==> config.mk <==
export PLATFORM = sky130hd
export DESIGN_NAME = emr_energy_meter_readback
export DESIGN_NICKNAME = d
export VERILOG_FILES = /design/src/core/emr_pkg.sv /design/src/core/emr_energy_meter_readback.sv
export SDC_FILE = /design/constraint.sdc
export NUM_CORES = 1
export LEC_CHECK = 0
export ABC_AREA = 1
export BUFFER_PORTS_ARGS = -buffer_cell sky130_fd_sc_hd__buf_2
export CORE_MARGIN = 2
export CORE_UTILIZATION = 35
export CTS_CLUSTER_SIZE = 25
export DETAILED_ROUTE_END_ITERATION = 8
export SLEW_MARGIN = 20
export SYNTH_ARGS = -nofsm -noshare
export SYNTH_HDL_FRONTEND = slang
export SYNTH_SLANG_ARGS = --single-unit
==> constraint.sdc <==
create_clock -name SYS_CLK -period 2.69 [get_ports SYS_CLK]
set_clock_uncertainty 0.05 [all_clocks]
set_input_delay 0.4035 -clock SYS_CLK [delete_from_list [all_inputs] [get_ports SYS_CLK]]
set_output_delay 0.4035 -clock SYS_CLK [all_outputs]
set_load 0.01 [all_outputs]
==> src/core/emr_pkg.sv <==
/*
 * constants, command codes and carrier types of the energy meter readback block.
 * assumes a serial target engine outside that decodes command codes and shifts bytes.
 */
`default_nettype none
package emr_pkg;
    // -------------------------------------------------------------------------
    // command codes
    // -------------------------------------------------------------------------
    localparam logic [7:0] CMD_AUX_STATUS = 8'h80;
    localparam logic [7:0] CMD_FWD_ENERGY = 8'h86;
    localparam logic [7:0] CMD_REV_ENERGY = 8'h87;
    localparam logic [7:0] CMD_VIN = 8'h88;
    localparam logic [7:0] CMD_OUTPUT_CURRENT = 8'h8c;
    // chosen codes for the full-width accumulator reads
    localparam logic [7:0] CMD_FWD_FULL = 8'hdc;
    localparam logic [7:0] CMD_REV_FULL = 8'hdd;

    // -------------------------------------------------------------------------
    // field layout
    // -------------------------------------------------------------------------
    localparam int OV_BIT = 6;
    localparam int UV_BIT = 5;
    localparam int SUMMARY_BIT = 12;
    localparam int ACC_W = 24;
    localparam int TOTAL_W = 16;
    localparam int WRAP_W = 8;
    localparam int SAMPLE_W = 24;
    localparam int VIN_W = 12;
    localparam int DATA_W = 48;
    localparam logic [ACC_W-1:0] ACC_ZERO = 24'h000000;
    localparam logic [DATA_W-1:0] DATA_ZERO = 48'h000000000000;

    // one power sample from the measurement path
    typedef struct packed {
        logic valid;
        logic [15:0] power;
        logic [15:0] current;
    } emr_sample_t;

    // one read request and its answer
    typedef struct packed {
        logic valid;
        logic [7:0] code;
    } emr_req_t;

    typedef struct packed {
        logic valid;
        logic known;
        logic [DATA_W-1:0] data;
    } emr_rsp_t;

    typedef enum logic [1:0] {
        EMR_IDLE = 2'b00,
        EMR_ANSWER = 2'b01
    } emr_state_t;
endpackage : emr_pkg
`default_nettype wire

==> src/core/emr_energy_meter_readback.sv <==
/*
 * energy meter readback: status, energy accumulators and telemetry readback.
 * assumes samples, comparator results and command codes arrive synchronous to SYS_CLK.
 */
// Overview of operation
// - aux overvoltage sets bit 6, latched
// - aux undervoltage sets bit 5, latched
// - status bits 7 and 4..0 read zero
// - forward energy read is one snapshot
// - forward accumulates only on positive current
// - reverse accumulates only on negative current
// - reverse energy read is one snapshot
// - shared sample count in bits 47..24
// - forward wrap tally counts accumulator wraps
// - reverse wrap tally counts accumulator wraps
// - forward total is top 16 accumulator bits
// - reverse total is top 16 accumulator bits
// - extended reads return full 24-bit accumulators
// - input voltage in 11..0, upper zero
// - output current read, resets zero
// - VENDOR_SUMMARY_FLAG output when status active
`timescale 1ns/10ps
`default_nettype none
module emr_energy_meter_readback #(
    parameter bit SIGNED_VARIANT = 1'b0
) (
    input wire logic SYS_CLK,
    input wire logic SYS_RST,
    input wire logic CLK_EN,
    input wire emr_pkg::emr_sample_t SAMPLE,
    input wire logic [11:0] INPUT_VOLTAGE,
    input wire logic AUX_ABOVE_OV_THRESHOLD,
    input wire logic AUX_BELOW_UV_THRESHOLD,
    input wire logic STATUS_CLEAR,
    input wire emr_pkg::emr_req_t REQ,
    output var emr_pkg::emr_rsp_t RSP,
    output logic VENDOR_SUMMARY_FLAG
);
    import emr_pkg::*;

    // -------------------------------------------------------------------------
    // helpers
    // -------------------------------------------------------------------------
    // magnitude of a twos complement current-scaled power sample
    function automatic logic [15:0] magnitude(input logic [15:0] v);
        magnitude = v[15] ? 16'(-v) : v;
    endfunction : magnitude

    // accumulator step; the wrap point moves down for the signed variant
    function automatic logic [ACC_W:0] acc_step(input logic [ACC_W-1:0] acc, input logic [15:0] add);
        logic [ACC_W:0] sum;
        sum = {1'b0, acc} + {9'h000, add};
        if (SIGNED_VARIANT) begin
            acc_step = {sum[ACC_W-1], 1'b0, sum[ACC_W-2:0]};
        end else begin
            acc_step = sum;
        end
    endfunction : acc_step

    // -------------------------------------------------------------------------
    // state
    // -------------------------------------------------------------------------
    logic aux_overvoltage_warning_reg, aux_overvoltage_warning_next;
    logic aux_undervoltage_warning_reg, aux_undervoltage_warning_next;
    logic [SAMPLE_W-1:0] sample_count_reg, sample_count_next;
    logic [ACC_W-1:0] fwd_acc_reg, fwd_acc_next;
    logic [ACC_W-1:0] rev_acc_reg, rev_acc_next;
    logic [WRAP_W-1:0] forward_wrap_tally_reg, forward_wrap_tally_next;
    logic [WRAP_W-1:0] reverse_wrap_tally_reg, reverse_wrap_tally_next;
    logic [15:0] output_current_reg;
    logic [VIN_W-1:0] input_voltage_reg;
    emr_rsp_t rsp_reg, rsp_next;
    emr_state_t state_reg, state_next;

    // -------------------------------------------------------------------------
    // warnings
    // -------------------------------------------------------------------------
    // latch overvoltage warning; set beats clear
    assign aux_overvoltage_warning_next = AUX_ABOVE_OV_THRESHOLD |
        (aux_overvoltage_warning_reg & ~STATUS_CLEAR);
    // latch undervoltage warning; set beats clear
    assign aux_undervoltage_warning_next = AUX_BELOW_UV_THRESHOLD |
        (aux_undervoltage_warning_reg & ~STATUS_CLEAR);

    wire [7:0] aux_status;
    assign aux_status = {1'b0, aux_overvoltage_warning_reg, aux_undervoltage_warning_reg, 5'h00};
    assign VENDOR_SUMMARY_FLAG = |aux_status;

    // -------------------------------------------------------------------------
    // energy accumulation
    // -------------------------------------------------------------------------
    wire cur_positive = ~SAMPLE.current[15] & (|SAMPLE.current);
    wire cur_negative = SAMPLE.current[15];
    wire [15:0] power_mag = magnitude(SAMPLE.power);
    wire [ACC_W:0] fwd_sum = acc_step(fwd_acc_reg, power_mag);
    wire [ACC_W:0] rev_sum = acc_step(rev_acc_reg, power_mag);
    wire fwd_add = SAMPLE.valid & cur_positive;
    wire rev_add = SAMPLE.valid & cur_negative;

    assign sample_count_next = SAMPLE.valid ? SAMPLE_W'(sample_count_reg + 1'b1) : sample_count_reg;
    assign fwd_acc_next = fwd_add ? fwd_sum[ACC_W-1:0] : fwd_acc_reg;
    assign rev_acc_next = rev_add ? rev_sum[ACC_W-1:0] : rev_acc_reg;
    assign forward_wrap_tally_next = (fwd_add & fwd_sum[ACC_W]) ?
        WRAP_W'(forward_wrap_tally_reg + 1'b1) : forward_wrap_tally_reg;
    assign reverse_wrap_tally_next = (rev_add & rev_sum[ACC_W]) ?
        WRAP_W'(reverse_wrap_tally_reg + 1'b1) : reverse_wrap_tally_reg;

    // -------------------------------------------------------------------------
    // read decode
    // -------------------------------------------------------------------------
    // forward total is upper accumulator bits
    wire [TOTAL_W-1:0] forward_energy_total = fwd_acc_reg[ACC_W-1 -: TOTAL_W];
    // reverse total is upper accumulator bits
    wire [TOTAL_W-1:0] reverse_energy_total = rev_acc_reg[ACC_W-1 -: TOTAL_W];
    wire [DATA_W-1:0] fwd_word = {sample_count_reg, forward_wrap_tally_reg, forward_energy_total};
    wire [DATA_W-1:0] rev_word = {sample_count_reg, reverse_wrap_tally_reg, reverse_energy_total};

    always_comb begin
        rsp_next = '0;
        rsp_next.valid = REQ.valid;
        rsp_next.known = 1'b1;
        case (REQ.code)
            CMD_AUX_STATUS: rsp_next.data = {40'h0000000000, aux_status};
            // whole forward word in one capture
            CMD_FWD_ENERGY: rsp_next.data = fwd_word;
            // whole reverse word in one capture
            CMD_REV_ENERGY: rsp_next.data = rev_word;
            // registered input voltage, top bits zero
            CMD_VIN: rsp_next.data = {36'h000000000, input_voltage_reg};
            CMD_OUTPUT_CURRENT: rsp_next.data = {32'h00000000, output_current_reg};
            CMD_FWD_FULL: rsp_next.data = {24'h000000, fwd_acc_reg};
            CMD_REV_FULL: rsp_next.data = {24'h000000, rev_acc_reg};
            default: begin
                rsp_next.known = 1'b0;
                rsp_next.data = DATA_ZERO;
            end
        endcase
        if (!REQ.valid) begin
            rsp_next = '0;
        end
    end

    always_comb begin
        case (state_reg)
            EMR_IDLE: state_next = REQ.valid ? EMR_ANSWER : EMR_IDLE;
            EMR_ANSWER: state_next = REQ.valid ? EMR_ANSWER : EMR_IDLE;
            default: state_next = EMR_IDLE;
        endcase
    end

    assign RSP = rsp_reg;

    // -------------------------------------------------------------------------
    // registers
    // -------------------------------------------------------------------------
    always_ff @(posedge SYS_CLK) begin
        if (SYS_RST) begin
            aux_overvoltage_warning_reg <= 1'b0;
            aux_undervoltage_warning_reg <= 1'b0;
            sample_count_reg <= ACC_ZERO;
            fwd_acc_reg <= ACC_ZERO;
            rev_acc_reg <= ACC_ZERO;
            forward_wrap_tally_reg <= 8'h00;
            reverse_wrap_tally_reg <= 8'h00;
            output_current_reg <= 16'h0000;
            input_voltage_reg <= 12'h000;
            rsp_reg <= '0;
            state_reg <= EMR_IDLE;
        end else if (CLK_EN) begin
            aux_overvoltage_warning_reg <= aux_overvoltage_warning_next;
            aux_undervoltage_warning_reg <= aux_undervoltage_warning_next;
            sample_count_reg <= sample_count_next;
            fwd_acc_reg <= fwd_acc_next;
            rev_acc_reg <= rev_acc_next;
            forward_wrap_tally_reg <= forward_wrap_tally_next;
            reverse_wrap_tally_reg <= reverse_wrap_tally_next;
            if (SAMPLE.valid) begin
                output_current_reg <= SAMPLE.current;
            end
            input_voltage_reg <= INPUT_VOLTAGE;
            rsp_reg <= rsp_next;
            state_reg <= state_next;
        end
    end
endmodule : emr_energy_meter_readback
`default_nettype wire

# Yosys cells after proc, flatten, opt, wreduce, memory -nomap -nowiden
# Index checks and enable logic that the tools add are counted.
word_totals:
  in_bits: 60
  register_bits: 168
  elab_cells: 48
op_classes:
  bitwise_logic: 11
  reduce_logical: 8
  n_addsub: 6
  n_eq_ne: 7
  n_mux: 4
op_table:
  columns: ["op", "count"]
  rows:
  - ["one-hot mux 48 bit (7 select lines)", 1]
  - ["equality test 8 bit (second input constant)", 7]
  - ["adder 24 x 16 -> 25 bit", 2]
  - ["two-way mux 50 bit", 1]
  - ["adder 24 x 1 -> 24 bit (second input constant)", 1]
  - ["adder 8 x 1 -> 8 bit (second input constant)", 2]
  - ["two-way mux 16 bit", 1]
  - ["negation 16 bit", 1]
  - ["OR reduction 16 bit", 1]
  - ["AND reduction 2 bit", 5]
  - ["AND 1 bit", 7]
  - ["OR reduction 7 bit", 1]
  - ["NOT 1 bit", 2]
  - ["OR 1 bit", 2]
  - ["OR reduction 2 bit", 1]
  - ["two-way mux 1 bit", 1]

# Longest topological paths before layout
# Gate-level depths: netlist of run 1.
depth:
  depth_word: 5
  ltp_mapped: 18
  mapped_depth_nobuf: 18

# Worst setup path after synthesis of run 1
# No wires, ideal clock.
synth_timing:
  path_kind: "in2reg"
  startpoint: "input SAMPLE[31] (netlist bit)"
  endpoint: "register forward_wrap_tally_reg[2]"
  required_ns: 2.512
  slack_ns: 0.061
  path_buffers: 2
  cell_stages: 15
  setup_ns: 0.128
  t_arrival_ns: 2.451
  cell_sequence: "clkbuf_1 clkinv_1 nor2_1 xor2_1 ha_1 or2_2 nand3_1 nand2_1 nand2_1 nand2_1 buf_4 nand3_1 nand2_1 nand2_1 nor2_1"
synth_between:
  elab_chain_cells: 5
synth_rtl:
  columns: ["item", "line_no", "text"]
  rows:
  - ["start, declared", "emr_energy_meter_readback.sv:30", "input wire emr_pkg::emr_sample_t SAMPLE,"]
  - ["negation 16 bit", "emr_energy_meter_readback.sv:46", "magnitude = v[15] ? 16'(-v) : v;"]
  - ["two-way mux 16 bit (*)", "emr_energy_meter_readback.sv:46", null]
  - ["adder 24 x 16 -> 25 bit (*)", "emr_energy_meter_readback.sv:52", "sum = {1'b0, acc} + {9'h000, add};"]
  - ["AND 1 bit (*)", "emr_energy_meter_readback.sv:103", "assign forward_wrap_tally_next = (fwd_add & fwd_sum[ACC_W]) ?"]
  - ["AND reduction 2 bit (no source line) (*)", null, null]
  - ["end signal, assigned", "emr_energy_meter_readback.sv:175", "forward_wrap_tally_reg <= forward_wrap_tally_next;"]
  - ["end, declared", "emr_energy_meter_readback.sv:68", "logic [WRAP_W-1:0] forward_wrap_tally_reg, forward_wrap_tally_next;"]
# Every way passes the cells marked *; elsewhere a longest branch is shown, timed or not.
# A chain may end at the register's enable or synchronous reset.

# Worst setup path in the final report of run 1
layout_timing:
  startpoint: "input SAMPLE[16] (netlist bit)"
  endpoint: "register rev_acc_reg[21]"
layout_between:
  elab_chain_cells: 3
layout_rtl:
  columns: ["item", "line_no", "text"]
  rows:
  - ["negation 16 bit", "emr_energy_meter_readback.sv:46", null]
  - ["two-way mux 16 bit (*)", "emr_energy_meter_readback.sv:46", null]
  - ["adder 24 x 16 -> 25 bit (*)", "emr_energy_meter_readback.sv:52", null]
  - ["end signal, assigned", "emr_energy_meter_readback.sv:174", "rev_acc_reg <= rev_acc_next;"]
  - ["end, declared", "emr_energy_meter_readback.sv:67", "logic [ACC_W-1:0] rev_acc_reg, rev_acc_next;"]
# Marks and branches as above.

==> results of run 1 <==
==> final cells by class <==
class / instances / area (µm²)
Timing Repair Buffer: 250 / 1630
Sequential cell: 168 / 3360
Clock inverter: 13 / 139
Clock buffer: 19 / 433
Multi-Input combinational cell: 1254 / 6210
Tap cell: 390 / 488
Fill cell: 3202 / 16500
Inverter: 227 / 852
==> worst min-delay path, stage by stage <==
cell and delay, ns:
buf_2 0.08, nor2_1 0.03, nor2_1 0.09
==> where the power goes <==
| part | internal (mW) | switching (mW) |
|---|---|---|
| Sequential | 2.55 | 0.0510 |
| Clock | 1.31 | 1.18 |
| Combinational | 0.483 | 0.660 |
==> worst min path at each step <==
stage                                       start                                  endpoint  slack [ns]  cells after the start
6_report                        INPUT_VOLTAGE[11]        input_voltage_reg[11]$_SDFFE_PP0P_        0.14                      3
5_1_grt                    AUX_ABOVE_OV_THRESHOLD  aux_overvoltage_warning_reg$_SDFFE_PP0P_        0.15                      3
4_1_cts                         INPUT_VOLTAGE[11]        input_voltage_reg[11]$_SDFFE_PP0P_        0.11                      3
3_5_place_dp    input_voltage_reg[3]$_SDFFE_PP0P_         input_voltage_reg[3]$_SDFFE_PP0P_        0.40                      2
3_3_place_gp    input_voltage_reg[2]$_SDFFE_PP0P_         input_voltage_reg[2]$_SDFFE_PP0P_        0.39                      2
2_1_floorplan  output_current_reg[0]$_SDFFE_PP0P_        output_current_reg[0]$_SDFFE_PP0P_        0.37                      2
==> kinds of logic (layout without fill, tap and decap cells) <==
logic type / count (synthesis) / after routing / share of synthesized area, %
fa+ha+maj: 40 / 40 / 4.88
flops: 168 / 168 / 31.9
buf+inv: 295 / 509 / 10.9
xor+xnor: 29 / 29 / 2.41
simple gates: 926 / 926 / 37.4
compound gates: 259 / 259 / 12.6
==> synthesized netlist by cell type, drive strengths merged, types with 2 or more instances <==
cell	number
clkinv	4
or2	4
nand2	443
ha	38
o21ai	94
nor3	21
dfxtp	168
fa	2
nand4	32
clkbuf	39
inv	223
xor2	17
buf	29
a211oi	4
nor2	220
nand3b	2
and2	2
xnor2	12
o21bai	3
nor3b	2
a21oi	149
nand3	199
a31oi	6
==> metrics by stage <==
step | power [mW] | instances | hold WS, ns
2_1_floorplan | 3.25 | 1717 | 0.375
3_3_place_gp | 3.72 | 2282 | 0.391
3_5_place_dp | 3.73 | 2282 | 0.397
4_1_cts | 6.22 | 2314 | 0.110
5_1_grt | 6.49 | 2321 | 0.146
6_report | 6.23 | 2321 | 0.138
==> routing by layer <==
layer / wire length, µm / vias up / track usage [%]
li1: - / 5915 / -
met1: 15600 / 5215 / 28.5
met2: 15800 / 298 / 35.7
met3: 1620 / 48 / 3.41
met4: 986 / 0 / 8.44
met5: 0 / - / 0
==> what timing repair did <==
item / 4_1_cts / 5_1_grt
gates resized for setup: 0 / 50
setup buffers: 0 / 7
setup endpoints to repair: 0 / 45
endpoints found under the hold margin: 0 / 0
==> flow_summary.yaml, run 1 <==
pwr:
  peakVddDrop_mv: 0.465
  cellPowerDensity_nw_per_um2: 475
  total_leakage_power_nw: 6.16
floorplanning:
  io_pins: 111
  initial_core_util_pct: 35.6
  dieArea_um2: 31600
  chipHeight_um: 178
  die_w_um: 178
  core_um2: 29600
  std_cell_rows: 63
placement:
  hpwl_mm: 26.0
  gp_congestion: 0.933
  portBuffers: 110
  dpl_cell_area_um2: 12300
  pre_cts_ws_ns: -0.450
timing:
  period_share_pct: 96.0
  slew_viol_final: 0
  fin_crit_ns: 2.58
  finalSetupTns_ns: 0
  fin_ws_ns: 0.108
  tightest_slew_ns: 0.979
  hold_viol_final: 0
  rsz0062_at_grt: "true"
  relSlewSlack_pct: 34.7
  fmax_mhz: 387
  finalSetupViolations: 0
yosys:
  syn_nets: 1817
  syn_inst: 1717
  synth-edff-count: 0
  ys_seq_elements: 168
  ys_seq_area_share_pct: 31.9
  syn-cell-area_um2: 10600
  synthTopCellsByArea: "dfxtp_1 (32%), nand2_1 (16%), nand3_1 (9.4%)"
  synth_area_per_cell_um2: 6.15
  synth.largest_area_cell: "dfxtp_1"
  synth_ff_type: "dfxtp_1"
  synthArstFlopShare_pct: 0
  ys_warn_count: 0
  yosys.area.top_type_share_pct: 31.9
  synth_cell_type_count: 38
critical_path:
  critical_path.slowest_cell: "ha_1"
  crit_cells: 17
  crit_buf_inv: 4
  critPathKind: "in2reg"
  r2r_cells: 13
  cp_max_fo: 4
  timing.rr.start: "rev_acc_reg[0]$_SDFFE_PP0P_"
  path_cells: "buf_2 -> inv_1 -> ha_2 -> nand4_1 -> nor2_2 -> buf_4 -> a31oi_1 -> xor2_1 -> ha_1 -> buf_4 -> nand2_1 -> nand2_2 -> o21bai_1 -> a21oi_1 -> nand2_2 -> a21oi_2 -> nor2_1"
  endpoint_kind: "register"
  reg2reg_slack_ns: 0.54
  arrival_ns: 2.87
  crit_end: "rev_acc_reg[21]$_SDFFE_PP0P_"
  cpLargestDelayFamily: "simple AND/OR/NAND/NOR gates"
  r2r_end: "reverse_wrap_tally_reg[4]$_SDFFE_PP0P_"
  worstSetupStartpointType: "input pin"
  setup.worst_path.start: "SAMPLE[16]"
  crit_required_ns: 2.98
  max_stage_delay_ns: 0.32
clocking:
  cts_buffers: 17
  clk_pin_slew_worst_paths_ns: 0.07
  cts_tree: "done"
  clk_path_buf_depth: 2
  clk_latency_ns: 0.45
  postCtsHoldBufs: 0
  clkSinkCount: 168
  htreeDepth: 4
  root_buffer: "clkbuf_16"
grt:
  grt_usage_pct: 21.7
  grt_max_degree: 82
  grt_overflow_total: 0
  antenna_found_initial: 0
  grt_pass1_vias: 10600
  grt_pass1_wl_mm: 54.1
detailed_routing:
  vias_per_cell: 4.94
  drt_iter0_markers: 862
  wl_per_cell_um: 14.7
  drcViolationCount: 0
  wirelength_mm: 34.0
  vias: 11500
  ant_nets: 0
  first_pass_iters: 5
layout:
  mostFrequentLayoutCells: "nand2_1 (424), inv_1 (216), nor2_1 (202)"
  stdcell_area_um2: 13100
  layout_commonest_cell: "nand2_1"
  drive_gt1_share_pct: 18.1
  antenna_cells: 0
  nNetsFinal: 2018
  largest_reg_flops: 50
  area_growth_pct: 24.2
  final_core_util_pct: 44.2
status:
  status: "complete, no violations"
worst_hold_path:
  hold_path.class: "in2reg"
flow_run:
  maxCapViolations: 0
Power figures use the tool's default switching activity.
==> inputs of run 2 (changes only) <==
--- a/config.mk
+++ b/config.mk
@@ -7,9 +7,8 @@
 export LEC_CHECK = 0
 export ABC_AREA = 1
 export BUFFER_PORTS_ARGS = -buffer_cell sky130_fd_sc_hd__buf_2
-export CORE_MARGIN = 2
 export CORE_UTILIZATION = 35
-export CTS_CLUSTER_SIZE = 25
+export CTS_CLUSTER_DIAMETER = 120
 export DETAILED_ROUTE_END_ITERATION = 8
 export SLEW_MARGIN = 20
 export SYNTH_ARGS = -nofsm -noshare
==> flow_summary.yaml, run 2 (synthesis results as in run 1) <==
placement:
  portBuffers: 110
  gp_congestion: 0.946
  hpwl_mm: 26.0
  dp_cells: 2278
floorplanning:
  io_pins: 111
  core_um2: 29600
  initial_core_util_pct: 35.6
  chipHeight_um: 176
  std_cell_rows: 63
  die_w_um: 176
  dieArea_um2: 30900
timing:
  finalSetupViolations: 0
  rsz0062_at_grt: "true"
  tightest_slew_ns: 0.973
  fin_crit_ns: 2.51
  period_share_pct: 93.4
  whs_ns: 0.124
  fmax_mhz: 398
  slew_viol_final: 0
  hold_viol_final: 0
  relSlewSlack_pct: 35.1
pwr:
  power_frac_comb_pct: 18.2
  internal_power_mw: 4.39
  finalPower_mw: 6.36
  p_clk_share_pct: 41.0
  swShare_pct: 31.0
  p_switching_mw: 1.97
  peakVddDrop_mv: 0.431
  cellPowerDensity_nw_per_um2: 480
  total_leakage_power_nw: 6.19
  pwr-share-seq_pct: 40.8
grt:
  antenna_found_initial: 0
  grt_max_degree: 82
  grt_pass1_wl_mm: 55.1
  grt_pass1_vias: 10700
  grt_overflow_total: 0
  grt_usage_pct: 22.4
detailed_routing:
  ant_nets: 0
  wirelength_mm: 34.6
  drcViolationCount: 0
  vias_per_cell: 5.01
  dr_wl_met2_mm: 16.3
  vias: 11600
  wl_met1_mm: 15.6
  first_pass_iters: 5
  wl_per_cell_um: 14.9
  wl_met3_mm: 1.62
  drt_iter0_markers: 904
  highest_layer: "met4"
critical_path:
  r2r_cells: 13
  cp_max_fo: 3
  critPathKind: "in2reg"
  endpoint_kind: "register"
  timing.rr.start: "rev_acc_reg[0]$_SDFFE_PP0P_"
  worstSetupStartpointType: "input pin"
  arrival_ns: 2.81
  crit_required_ns: 2.98
  r2r_end: "reverse_wrap_tally_reg[1]$_SDFFE_PP0P_"
  reg2reg_slack_ns: 0.55
layout:
  seq_area_um2: 3360
  area_growth_pct: 25.7
  mostFrequentLayoutCells: "nand2_1 (421), inv_1 (214), nor2_1 (201)"
  fin_cells: 2316
  multiInputGateArea_um2: 6320
  nNetsFinal: 2013
  drive_gt1_share_pct: 19.3
  layout_commonest_cell: "nand2_1"
  largest_reg_flops: 50
  antenna_cells: 0
  nFillCells: 3152
worst_hold_path:
  hold_path.class: "in2reg"
  hp-start: "INPUT_VOLTAGE[11]"
  hold-path-cell-count: 3
  worstHoldEndpoint: "input_voltage_reg[11]$_SDFFE_PP0P_"
clocking:
  clk_latency_ns: 0.45
  root_buffer: "clkbuf_16"
  htreeDepth: 4
  clkSinkCount: 168
  clk_pin_slew_worst_paths_ns: 0.08
  clk_path_buf_depth: 2
  postCtsHoldBufs: 0
  cts_tree: "done"
  cts_buffers: 17
flow_run:
  maxCapViolations: 0
status:
  status: "complete, no violations"
[run 2: cell types whose count changed in the layout (fill, tap and decap cells not counted), moves of 4 or more]
| cell | previous run | this run |
|---|---|---|
| a21oi_2 | 8 | 15 |
| ha_4 | 0 | 4 |
| ha_1 | 37 | 32 |
| nand2_2 | 18 | 22 |
| buf_4 | 137 | 130 |
| a21oi_1 | 141 | 134 |
[run 2: metrics by stage]
step / worst slack, ns / cell area [µm²] / setup TNS, ns / util (%)
after global routing: -0.0400 / 13300 / -0.171 / 44.8
after CTS: 0.0589 / 12900 / 0 / 43.6
after global placement: -0.316 / 12300 / -9.81 / 41.6
final: 0.176 / 13300 / 0 / 44.8
after floorplan: 0.0610 / 10600 / 0 / -
after detailed placement: -0.379 / 12300 / -12.71 / 41.6
[run 2: final cells by class]
class                   instances  share of cell area [%]
repair buffers                245                    12.3
clock inverters                14                    1.34
multi-input cells            1254                    47.6
clock buffers                  18                    3.31
well taps                     390                    3.68
inverters                     227                    6.42
flip-flops and latches        168                    25.3
[run 2: metal layers]
layer	up-vias	GRT usage, %
li1	5912	-
met1	5305	29.0
met2	325	37.6
met3	67	3.01
met4	0	8.26
met5	-	0
[run 2: power by group through the flow]
stage	combinational, mW	clock, mW	sequential (mW)
finish	1.16	2.61	2.60
global route	1.28	2.75	2.60
CTS	1.08	2.65	2.60
detailed placement	1.07	0	2.65
global placement	1.06	0	2.65
floorplan	0.616	0	2.63
[run 2: worst max path at each step]
stage                from                                     end  slack (ns)  cells after the start
2_1_floorplan  SAMPLE[31]  forward_wrap_tally_reg[2]$_SDFFE_PP0P_        0.06                     15
3_3_place_gp   SAMPLE[17]  forward_wrap_tally_reg[0]$_SDFFE_PP0P_       -0.32                     19
3_5_place_dp   SAMPLE[17]  forward_wrap_tally_reg[1]$_SDFFE_PP0P_       -0.38                     19
4_1_cts        SAMPLE[17]  forward_wrap_tally_reg[1]$_SDFFE_PP0P_        0.06                     19
5_1_grt        SAMPLE[17]  forward_wrap_tally_reg[0]$_SDFFE_PP0P_       -0.04                     18
6_report       SAMPLE[17]            rev_acc_reg[18]$_SDFFE_PP0P_        0.18                     16
[run 2: worst max-delay path, cell delays in order]
cell and delay, ns:
buf_2 0.11, nor3_1 0.22, nand2_1 0.16, o31ai_2 0.29, xnor2_2 0.14, ha_1 0.34, nand2_1 0.11, buf_4 0.15
nor2_2 0.21, nand3_1 0.13, nand3_1 0.18, nand2_1 0.08, nand2_1 0.09, nand3_1 0.07, nand2_1 0.07, nor2_1 0.04
[run 2: timing repair]
action | 4_1_cts | 5_1_grt
buffers inserted | 0 | 5
resized for setup | 0 | 73
setup endpoints to repair | 0 | 41
